**config.mk**
```make
export PLATFORM = sky130hd
export DESIGN_NAME = mpc_master_page
export DESIGN_NICKNAME = d
export VERILOG_FILES = /design/src/mpc_pkg.sv /design/src/mpc_master_page.sv
export SDC_FILE = /design/constraint.sdc
export NUM_CORES = 1
export LEC_CHECK = 0
export BUFFER_PORTS_ARGS = -buffer_cell sky130_fd_sc_hd__buf_2
export CAP_MARGIN = 20
export CORE_MARGIN = 10
export CORE_UTILIZATION = 60
export CTS_BUF_LIST = sky130_fd_sc_hd__clkbuf_8
export DETAILED_ROUTE_END_ITERATION = 8
export GPL_TIMING_DRIVEN = 0
export PLACE_DENSITY = 0.79
export SETUP_SLACK_MARGIN = 0.4
export SYNTH_ARGS = -nofsm -noshare
export SYNTH_HDL_FRONTEND = slang
export SYNTH_SLANG_ARGS = --single-unit
```
**constraint.sdc**
```tcl
create_clock -name clock -period 5.4 [get_ports clock]
set_input_delay 1.08 -clock clock [delete_from_list [all_inputs] [get_ports clock]]
set_output_delay 1.08 -clock clock [all_outputs]
set_load 0.005 [all_outputs]
```
**src/mpc_pkg.sv**
```systemverilog
// Constants for the master page power and reference register group.
// Assumes a 24-bit serial frame: read flag, three spare bits, 12-bit
// address, 8-bit data, most significant bit first.
package mpc_pkg;

  // ----------------------------------------------------------------
  // Frame layout
  // ----------------------------------------------------------------
  localparam int          FRAME_BITS   = 24;
  localparam int          HEAD_BITS    = 16;
  localparam logic [4:0]  HEAD_CNT     = 5'h10;
  localparam logic [4:0]  FRAME_CNT    = 5'h18;
  localparam int          RW_POS       = 15;

  // ----------------------------------------------------------------
  // Register offsets
  // ----------------------------------------------------------------
  localparam logic [11:0] SOFT_RESET_ADDR      = 12'h000;
  localparam logic [11:0] CONVERTER_PAGE_ADDR  = 12'h011;
  localparam logic [11:0] MASTER_PAGE_ADDR     = 12'h012;
  localparam logic [11:0] POWER_DOWN_CONTROL   = 12'h020;
  localparam logic [11:0] BIAS_IMPEDANCE_SEL   = 12'h032;
  localparam logic [11:0] CHB_GATE_AND_TERM    = 12'h039;
  localparam logic [11:0] REF_DELAY_CONTROL    = 12'h03c;
  localparam logic [11:0] REF_DELAY_LOW        = 12'h05a;

  // ----------------------------------------------------------------
  // Field positions
  // ----------------------------------------------------------------
  localparam int SOFT_RESET_HI_POS      = 7;
  localparam int SOFT_RESET_LO_POS      = 0;
  localparam int MASTER_PAGE_POS        = 2;
  localparam int REF_CAPTURE_OFF_POS    = 4;
  localparam int SECOND_CH_OFF_POS      = 1;
  localparam int WHOLE_DEVICE_OFF_POS   = 0;
  localparam int BIAS_HIGH_IMP_POS      = 5;
  localparam int SECOND_CH_GATE_POS     = 1;
  localparam int SYNC_TERM_OFF_POS      = 0;
  localparam int REF_DELAY_ON_POS       = 6;
  localparam int REF_DELAY_HIGH_LSB     = 0;
  localparam int REF_DELAY_LOW_LSB      = 5;

  // ----------------------------------------------------------------
  // Reset values
  // ----------------------------------------------------------------
  localparam logic [7:0] CONVERTER_PAGE_RESET = 8'h00;
  localparam logic [1:0] REF_DELAY_HIGH_RESET = 2'h0;
  localparam logic [2:0] REF_DELAY_LOW_RESET  = 3'h0;

  // ----------------------------------------------------------------
  // Reference delay table, in picoseconds
  // ----------------------------------------------------------------
  localparam logic [4:0] DELAY_FIRST_CODE = 5'h08;
  localparam logic [4:0] DELAY_LAST_CODE  = 5'h03;
  localparam logic [8:0] DELAY_FIRST_PS   = 9'h0af;
  localparam logic [8:0] DELAY_STEP_PS    = 9'h019;

endpackage : mpc_pkg

```
**src/mpc_master_page.sv**
```systemverilog
// Master page power-down, bias, termination and reference delay block.
// Assumes serial pins synchronous to clock and sclk well below clock/4.
`timescale 1ns/100ps

module mpc_master_page (
  // Clock and reset
  input  wire logic        clock,
  input  wire logic        resetn,
  // Serial configuration port
  input  wire logic        sclk,
  input  wire logic        sen_n,
  input  wire logic        sdin,
  output logic             sdout,
  output logic             sdout_oe,
  // Reference pulse path
  input  wire logic        ref_pulse_in,
  output logic             ref_pulse_out,
  // Analog controls
  output logic             reference_capture_off,
  output logic             second_channel_off,
  output logic             whole_device_off,
  output logic             bias_high_impedance,
  output logic             sync_termination_off,
  output logic             reference_delay_on,
  output logic [4:0]       reference_delay_code,
  output logic [8:0]       reference_delay_ps
);

  // ----------------------------------------------------------------
  // State
  // ----------------------------------------------------------------
  typedef struct packed {
    logic        sclk_prev;
    logic [4:0]  count;
    logic [23:0] shift;
    logic [7:0]  rd_shift;
    logic        rd_active;
    logic        sdout;
    logic        sdout_oe;
    logic [7:0]  converter_page;
    logic        master_page;
    logic        capture_off;
    logic        ch_off;
    logic        dev_off;
    logic        bias_hi;
    logic        ch_gate;
    logic        term_off;
    logic        delay_on;
    logic [1:0]  delay_high;
    logic [2:0]  delay_low;
    logic        pulse_out;
    logic        o_capture_off;
    logic        o_ch_off;
    logic        o_dev_off;
    logic        o_bias_hi;
    logic        o_term_off;
    logic        o_delay_on;
    logic [4:0]  o_code;
    logic [8:0]  o_ps;
  } mpc_state_t;

  mpc_state_t s;
  mpc_state_t next_s;

  // ----------------------------------------------------------------
  // Helpers
  // ----------------------------------------------------------------
  // Codes outside the table give no delay rather than a guess
  function automatic logic [8:0] mpc_delay_ps(input logic [4:0] code);
    logic [8:0] steps;
    steps = 9'({4'h0, mpc_pkg::DELAY_FIRST_CODE} - {4'h0, code});
    if (code <= mpc_pkg::DELAY_FIRST_CODE &&
        code >= mpc_pkg::DELAY_LAST_CODE) begin
      mpc_delay_ps = mpc_pkg::DELAY_FIRST_PS +
                     9'(steps * mpc_pkg::DELAY_STEP_PS);
    end else begin
      mpc_delay_ps = 9'h000;
    end
  endfunction : mpc_delay_ps

  // Master page registers answer only while that page is selected
  function automatic logic mpc_page_ok(input mpc_state_t st);
    mpc_page_ok = st.master_page &&
                  st.converter_page == mpc_pkg::CONVERTER_PAGE_RESET;
  endfunction : mpc_page_ok

  function automatic logic [7:0] mpc_read(input mpc_state_t st,
                                          input logic [11:0] addr);
    mpc_read = 8'h00;
    if (addr == mpc_pkg::CONVERTER_PAGE_ADDR) begin
      mpc_read = st.converter_page;
    end else if (addr == mpc_pkg::MASTER_PAGE_ADDR) begin
      mpc_read[mpc_pkg::MASTER_PAGE_POS] = st.master_page;
    end else if (!mpc_page_ok(st)) begin
      mpc_read = 8'h00;
    end else if (addr == mpc_pkg::POWER_DOWN_CONTROL) begin
      mpc_read[mpc_pkg::REF_CAPTURE_OFF_POS]  = st.capture_off;
      mpc_read[mpc_pkg::SECOND_CH_OFF_POS]    = st.ch_off;
      mpc_read[mpc_pkg::WHOLE_DEVICE_OFF_POS] = st.dev_off;
    end else if (addr == mpc_pkg::BIAS_IMPEDANCE_SEL) begin
      mpc_read[mpc_pkg::BIAS_HIGH_IMP_POS] = st.bias_hi;
    end else if (addr == mpc_pkg::CHB_GATE_AND_TERM) begin
      mpc_read[mpc_pkg::SECOND_CH_GATE_POS] = st.ch_gate;
      mpc_read[mpc_pkg::SYNC_TERM_OFF_POS]  = st.term_off;
    end else if (addr == mpc_pkg::REF_DELAY_CONTROL) begin
      mpc_read[mpc_pkg::REF_DELAY_ON_POS] = st.delay_on;
      mpc_read[mpc_pkg::REF_DELAY_HIGH_LSB +: 2] = st.delay_high;
    end else if (addr == mpc_pkg::REF_DELAY_LOW) begin
      mpc_read[mpc_pkg::REF_DELAY_LOW_LSB +: 3] = st.delay_low;
    end
  endfunction : mpc_read

  // ----------------------------------------------------------------
  // Next state
  // ----------------------------------------------------------------
  always_comb begin
    logic        rise;
    logic        fall;
    logic [23:0] word;
    logic [11:0] addr;
    logic [7:0]  data;
    rise = 1'b0;
    fall = 1'b0;
    word = 24'h000000;
    addr = 12'h000;
    data = 8'h00;
    next_s = s;
    next_s.sclk_prev = sclk;
    rise = sclk && !s.sclk_prev;
    fall = !sclk && s.sclk_prev;
    word = {s.shift[22:0], sdin};
    if (sen_n) begin
      // Aborted frames are dropped whole, nothing half-written
      next_s.count     = 5'h00;
      next_s.rd_active = 1'b0;
      next_s.sdout_oe  = 1'b0;
      next_s.sdout     = 1'b0;
    end else if (rise && s.count < mpc_pkg::FRAME_CNT) begin
      next_s.shift = word;
      next_s.count = s.count + 5'h01;
      if (s.count + 5'h01 == mpc_pkg::HEAD_CNT) begin
        addr = word[11:0];
        next_s.rd_shift  = mpc_read(s, addr);
        next_s.rd_active = word[mpc_pkg::RW_POS];
      end
      if (s.count + 5'h01 == mpc_pkg::FRAME_CNT && !s.rd_active) begin
        addr = word[19:8];
        data = word[7:0];
        if (addr == mpc_pkg::SOFT_RESET_ADDR) begin
          if (data[mpc_pkg::SOFT_RESET_HI_POS] &&
              data[mpc_pkg::SOFT_RESET_LO_POS]) begin
            next_s.converter_page = mpc_pkg::CONVERTER_PAGE_RESET;
            next_s.master_page = 1'b0;
            next_s.capture_off = 1'b0;
            next_s.ch_off      = 1'b0;
            next_s.dev_off     = 1'b0;
            next_s.bias_hi     = 1'b0;
            next_s.ch_gate     = 1'b0;
            next_s.term_off    = 1'b0;
            next_s.delay_on    = 1'b0;
            next_s.delay_high  = mpc_pkg::REF_DELAY_HIGH_RESET;
            next_s.delay_low   = mpc_pkg::REF_DELAY_LOW_RESET;
          end
        end else if (addr == mpc_pkg::CONVERTER_PAGE_ADDR) begin
          next_s.converter_page = data;
        end else if (addr == mpc_pkg::MASTER_PAGE_ADDR) begin
          next_s.master_page = data[mpc_pkg::MASTER_PAGE_POS];
        end else if (!mpc_page_ok(s)) begin
          next_s.master_page = s.master_page;
        end else if (addr == mpc_pkg::POWER_DOWN_CONTROL) begin
          next_s.capture_off = data[mpc_pkg::REF_CAPTURE_OFF_POS];
          next_s.ch_off      = data[mpc_pkg::SECOND_CH_OFF_POS];
          next_s.dev_off     = data[mpc_pkg::WHOLE_DEVICE_OFF_POS];
        end else if (addr == mpc_pkg::BIAS_IMPEDANCE_SEL) begin
          next_s.bias_hi = data[mpc_pkg::BIAS_HIGH_IMP_POS];
        end else if (addr == mpc_pkg::CHB_GATE_AND_TERM) begin
          // Bits 6 and 4 carry no state here
          next_s.ch_gate  = data[mpc_pkg::SECOND_CH_GATE_POS];
          next_s.term_off = data[mpc_pkg::SYNC_TERM_OFF_POS];
        end else if (addr == mpc_pkg::REF_DELAY_CONTROL) begin
          next_s.delay_on   = data[mpc_pkg::REF_DELAY_ON_POS];
          next_s.delay_high = data[mpc_pkg::REF_DELAY_HIGH_LSB +: 2];
        end else if (addr == mpc_pkg::REF_DELAY_LOW) begin
          next_s.delay_low = data[mpc_pkg::REF_DELAY_LOW_LSB +: 3];
        end
      end
    end else if (fall && s.rd_active && s.count >= mpc_pkg::HEAD_CNT &&
                 s.count < mpc_pkg::FRAME_CNT) begin
      next_s.sdout    = s.rd_shift[7];
      next_s.sdout_oe = 1'b1;
      next_s.rd_shift = {s.rd_shift[6:0], 1'b0};
    end else if (fall && s.count >= mpc_pkg::FRAME_CNT) begin
      next_s.sdout_oe = 1'b0;
    end

    // Outputs follow the stored fields one cycle later
    next_s.o_capture_off = s.capture_off;
    next_s.pulse_out     = ref_pulse_in && !s.capture_off;
    next_s.o_ch_off      = s.ch_off && s.ch_gate;
    next_s.o_dev_off     = s.dev_off;
    next_s.o_bias_hi     = s.bias_hi;
    next_s.o_term_off    = s.term_off;
    next_s.o_delay_on    = s.delay_on;
    next_s.o_code        = {s.delay_high, s.delay_low};
    next_s.o_ps          = s.delay_on ?
                           mpc_delay_ps({s.delay_high, s.delay_low}) :
                           9'h000;
  end

  // ----------------------------------------------------------------
  // Registers
  // ----------------------------------------------------------------
  always_ff @(posedge clock or negedge resetn) begin
    if (!resetn) begin
      s <= '0;
    end else begin
      s <= next_s;
    end
  end

  assign sdout                 = s.sdout;
  assign sdout_oe              = s.sdout_oe;
  assign ref_pulse_out         = s.pulse_out;
  assign reference_capture_off = s.o_capture_off;
  assign second_channel_off    = s.o_ch_off;
  assign whole_device_off      = s.o_dev_off;
  assign bias_high_impedance   = s.o_bias_hi;
  assign sync_termination_off  = s.o_term_off;
  assign reference_delay_on    = s.o_delay_on;
  assign reference_delay_code  = s.o_code;
  assign reference_delay_ps    = s.o_ps;

endmodule : mpc_master_page

```
==> out/qor.csv, run 1 <==
metric,value,unit
status,completed,
Post-synth EDFFs,0,
CTS root buffer,clkbuf_8,
Worst path most repeated cell,ha_1,
clock tree buffer depth,2,
WP buf/inv,3,
area post-placement,4617,sq um
Worst R2R Setup Slack,1310,ps
antenna fix cells,0,
CP startpoint kind,register,
CTS sink count,78,
Async SR Flop Fraction,1.000,
post-route cell area,4812,sq um
CTS tree,built,
pwr dens,286.7,nW/um^2
"Seq/Total Area, Yosys",0.4506,
port bufs,27,
worst clock skew,11.64,ps
Final TNS setup,0,ps
Worst Max-Slew Pin Slew,621.5,ps
DPL Wire Length,6501,um
# setup viols final,0,
VDD IR max,0.0003204,V
Core ar.,6907,sq um
die width,105.0,um
reg2reg path depth,13,
first-pass GRT wire length,14580,um
relative slew slack,0.5818,
Worst path slowest cell,dfrtp_1,
"Area growth, synth to finish",11.09,%
layout cells sized above 1,0.1926,
cell depth of the worst setup path,13,
critical path class,reg2reg,
vias per cell,5.712,
R2R Path End,reference_delay_ps[8],
clk_lat worst skew,360,ps
Worst-path clk slew,80,ps
Setup crit start,next_s[9],
vias in the first global route,2976,
Hold WS,409.7,ps
Synth cell types,56,
Synth Warn #,0,
Max Slew Vio Count,0,
drt pass-1 iters,5,
initial antenna violation count,0,
pin count of the biggest net entering global routing,55,
Critical Path Fanout Max,10,
PostCTS Resize Cnt,0,
syn_nets,445,
Crit path max-delay family,adder cells,
io pins,29,
Yosys reg bits,78,
LEAKAGE,0.002464,uW
CP endpoint kind,register,
Min-Delay Path Class,reg2reg,
gpl congestion,0.9038,
Final Cycle Share,0.7566,
RSZ-0062 raised after global routing,false,
"Avg Cell Area, Syn",10.51,sq um
Post-CTS Hold Fix Bufs,0,
crit-path max cell delay,580,ps
nets,485,
total gr overflow,0,
CTS Buf Count,9,
reg2reg start,next_s[9],
min-delay src,next_s[17],
fmax,244.7,MHz
via count,3159,
"Top FF cell, synth",dfrtp_1,
Worst Path Arrival,4310,ps
Initial Util,0.6272,
# DRC,0,
worst-path cell chain,inv_1 -> ha_1 -> xnor2_1 -> ha_1 -> fa_1 -> ha_1 -> inv_1 -> fa_1 -> inv_1 -> ha_1 -> o41ai_1 -> xnor2_1 -> nor2_1,
max-cap violation count,0,
initial DRC count,168,
# H-tree levels,3,
Die Y,105.0,um
setup bufs post-CTS,0,
cell count after synthesis,412,
end of the critical path,reference_delay_ps[8],
final WL,8831,um
count of antenna-violating nets left after detailed routing,0,
Tmin final,4086,ps
GRT Util Overall,0.1591,
# rows,30,
worst endpoint required time,5620,ps
cell area after synthesis,4332,sq um
DR WL/cell,15.97,um
full die area,11020,sq um
Final Hold Vio Count,0,
[stage by stage]
stage	std cells	utilization	total power (uW)	setup slack (ps)
final	553	0.6967	1380	1314
after global routing	553	0.6967	1433	1054
after CTS	552	0.6960	1373	1309
after detailed placement	536	0.6685	954.6	1321
after global placement	535	0.6641	942.9	1380
after floorplan	412	-	869.4	1734
[layout make-up]
type,count,area [sq um]
buffer,30,173.9
clock buffer,9,123.9
clock inverter,7,66.31
fill,534,2095
inverter,23,86.33
multi-input combinational,281,2120
sequential,78,1952
tap,96,120.1
timing repair buffer,29,170.2
[cells in the mapped netlist (all sizes together), types with 3 or more instances]
cell,n,share of area
o21ai,17,0.020
and3,4,0.0058
a22o,3,0.0061
buf,17,0.029
nand2,27,0.023
or4,3,0.0052
nor4b,3,0.0095
a21o,7,0.012
nand4,9,0.013
inv,23,0.020
nand2b,4,0.0064
nand3,4,0.0046
and2,7,0.010
mux2i,9,0.021
nor2,30,0.026
nor4,6,0.0087
a21oi,13,0.015
fa,4,0.018
xnor2,9,0.018
clkbuf,13,0.011
nor2b,11,0.016
nand4b,4,0.0081
ha,23,0.066
dfrtp,78,0.45
nor3,8,0.0092
a211oi,4,0.0069
and3b,4,0.0081
o31ai,10,0.017
mux2,25,0.068
xor2,7,0.014
[power breakdown]
group	switching, uW	internal, uW
combinational	187	119
clock	214	210
sequential	36.1	613
total	438	942
[worst min path at each step]
stage,slack (ps),cells past startpoint,end
after floorplan,370,0,bias_high_impedance
after global placement,390,0,whole_device_off
after detailed placement,390,0,whole_device_off
after CTS,410,0,whole_device_off
after global routing,420,0,bias_high_impedance
final,410,0,whole_device_off
[cell usage in the layout, fill, tap and decap left out, types with 4 or more instances in the layout]
master    instances
xor2_1            7
fa_1              4
nand4b_1          4
ha_1             23
and2_1            7
nor2b_1          11
nand3_1           4
and3b_1           4
clkbuf_1         13
o21ai_1           6
clkbuf_8          9
inv_1            24
xnor2_1           9
a211oi_1          4
a21oi_1          13
o21ai_0          11
mux2_2           22
buf_4            15
nor4_1            6
nand4_1           9
nor3_1            8
o31ai_1          10
mux2i_1           9
and3_1            4
nand2_1          27
a21o_1            7
dfrtp_1          78
nor2_1           30
buf_2            28
[worst register-to-register path: stages (launching register included)]
cell	delay, ps
dfrtp_1	580
inv_1	220
ha_1	280
xnor2_1	420
ha_1	340
fa_1	390
ha_1	280
inv_1	50
fa_1	490
inv_1	40
ha_1	210
o41ai_1	430
xnor2_1	170
nor2_1	50
[registers in the layout, indices dropped and copies added (netlist names)]
signal / cells
s: 45
next_s: 10
reference_delay_ps: 9
reference_delay_code: 5
bias_high_impedance: 1
ref_pulse_out: 1
reference_capture_off: 1
reference_delay_on: 1
sdout: 1
sdout_oe: 1
second_channel_off: 1
sync_termination_off: 1
whole_device_off: 1
[per-layer routing]
layer | global-route usage | part of all wire | routed length (um) | vias to the layer above
li1 | - | - | - | 1524
met1 | 0.2122 | 0.47 | 4126 | 1518
met2 | 0.2460 | 0.46 | 4024 | 95
met3 | 0.03563 | 0.059 | 519 | 22
met4 | 0.06078 | 0.018 | 161 | 0
met5 | 0 | 0 | 0 | -
[cells by family after synthesis]
family / Yosys count / synth area share
and+or+nand+nor: 135 / 0.1748
AOI/OAI and AO/OA: 68 / 0.1037
muxes: 34 / 0.08839
xor gates and xnor gates: 17 / 0.03755
adders and majority gates: 27 / 0.08492
DFF: 78 / 0.4506
buffers and inverters: 53 / 0.06008
(Power assumes the default switching activity.)
==> run 2, diff against run 1 <==
==> constraint.sdc (replaced) <==
create_clock -name clock -period 3.8 [get_ports clock]
set_input_delay 0.76 -clock clock [delete_from_list [all_inputs] [get_ports clock]]
set_output_delay 0.76 -clock clock [all_outputs]
set_load 0.005 [all_outputs]
==> out/qor.csv, run 2 (synthesized netlist as in run 1, its figures left out) <==
metric,value,unit
Worst path most repeated cell,ha_4,
nets,488,
worst endpoint required time,4020,ps
pwr dens,392.4,nW/um^2
pre-CTS WS,65.17,ps
Final TNS setup,0,ps
Final Cycle Share,0.8980,
worst-path cell chain,or3_4 -> xnor2_4 -> ha_4 -> fa_2 -> ha_1 -> ha_4 -> ha_4 -> nor2b_2 -> nor3_1 -> nor2_1 -> o41ai_2 -> xnor2_1 -> nor2_1,
pin count of the biggest net entering global routing,55,
# DRC,0,
"Cell Count, Final, Fillers Out",556,
clock tree buffer depth,2,
FILL cells,518,
Setup crit start,next_s[9],
reg2reg start,next_s[9],
most frequent cells in the layout,"dfrtp_1, nor2_1, nand2_1, buf_2",
drt pass-1 iters,4,
VDD IR max,0.0003241,V
Final Hold Vio Count,0,
"leading cell type in the layout, fill and taps excluded",dfrtp_1,
CTS root buffer,clkbuf_8,
final WL,8793,um
worst clock skew,11.30,ps
CTS tree,built,
DR WL/cell,15.81,um
relative slew slack,0.2555,
# H-tree levels,3,
clk_lat worst skew,360,ps
vias per cell,5.673,
CP endpoint kind,register,
Min-Delay Path Class,in2async,
Reg with most FFs,s,
RSZ-0062 raised after global routing,true,
Worst Max-Slew Pin Slew,1106,ps
Worst path slowest cell,fa_2,
status,completed,
vias in the first global route,3058,
register area,1956,sq um
LEAKAGE,0.002494,uW
Critical Path Fanout Max,5,
die width,105.0,um
Tmin final,3412,ps
initial DRC count,149,
critical path class,reg2reg,
Core ar.,6907,sq um
gpl congestion,0.8964,
CP startpoint kind,register,
fmax,293.1,MHz
Post-CTS Hold Fix Bufs,0,
GRT Util Overall,0.1645,
io pins,29,
count of antenna-violating nets left after detailed routing,0,
DPL Wire Length,6536,um
layout cells sized above 1,0.2348,
Worst-path clk slew,90,ps
via count,3154,
placed cell count,536,
Initial Util,0.6272,
# setup viols final,0,
"Area growth, synth to finish",14.59,%
first-pass GRT wire length,15150,um
Die Y,105.0,um
Multi-input gate area,2238,sq um
Worst Path Arrival,3640,ps
CTS Buf Count,9,
CTS sink count,78,
Max Slew Vio Count,0,
full die area,11020,sq um
antenna fix cells,0,
final total power,1948,uW
crit-path max cell delay,530,ps
# rows,30,
port bufs,27,
max reg flops,45,
initial antenna violation count,0,
max-cap violation count,0,
setup slack after layout,387.7,ps
total gr overflow,0,
run 2: cell count changes in the layout (fill, tap and decap cells not counted), sizes merged:
cell,before,now
buf,46,49
run 2: final timing paths:
path	end	slack [ps]	depth (start not counted)
worst max-delay path	reference_delay_ps[8]	390	13
min in group clock	whole_device_off	410	0
worst max register to register	reference_delay_ps[8]	390	13
worst min register to register	whole_device_off	410	0
worst min-delay path	s[69]	300	1
max in group asynchronous	next_s[11]	2920	2
run 2: layout make-up:
| type | instances | share of cell area |
|---|---|---|
| buffer | 30 | 0.03504 |
| clock buffer | 9 | 0.02496 |
| clock inverter | 7 | 0.01336 |
| inverter | 23 | 0.01739 |
| multi-input combinational | 281 | 0.4510 |
| sequential | 78 | 0.3940 |
| tap | 96 | 0.02420 |
| timing repair buffer | 32 | 0.04008 |
run 2: timing repair:
| action | 4_1_cts | 5_1_grt |
|---|---|---|
| hold endpoints to repair | 0 | 0 |
| pin swaps | 8 | 0 |
| endpoints found under the setup margin | 2 | 2 |
| buffers inserted | 4 | 0 |
| resized for setup | 12 | 1 |
run 2: stage by stage:
| stage | area (sq um) | utilization | hold WS (ps) |
|---|---|---|---|
| detailed placement | 4676 | 0.6770 | 392.3 |
| global placement | 4646 | 0.6726 | 390.3 |
| floorplan | 4390 | - | 368.5 |
| finish | 4964 | 0.7187 | 300.9 |
| global route | 4964 | 0.7187 | 313.7 |
| CTS | 4964 | 0.7187 | 306.9 |
run 2: per-layer routing:
metal / up-vias / GRT usage / wire, um
met2: 90 / 0.2473 / 3974
li1: 1532 / - / -
met5: - / 0 / 0
met4: 0 / 0.05980 / 125
met3: 12 / 0.03194 / 469
met1: 1520 / 0.2299 / 4223
run 2: power by group:
part / internal (uW) / switching, uW / total (uW) / leakage, uW
registers: 872 / 52.0 / 924 / 0.00104
logic: 168 / 253 / 422 / 0.00137
clock network: 298 / 304 / 602 / 0.0000924
total: 1340 / 610 / 1950 / 0.00249
run 2: worst max-delay path: cells and delay by family (launching register included):
kind	cells	cell delay, ps
DFF	1	450
adders and majority gates	5	1530
and+or+nand+nor	5	880
xor gates and xnor gates	2	370
AOI/OAI and AO/OA	1	60
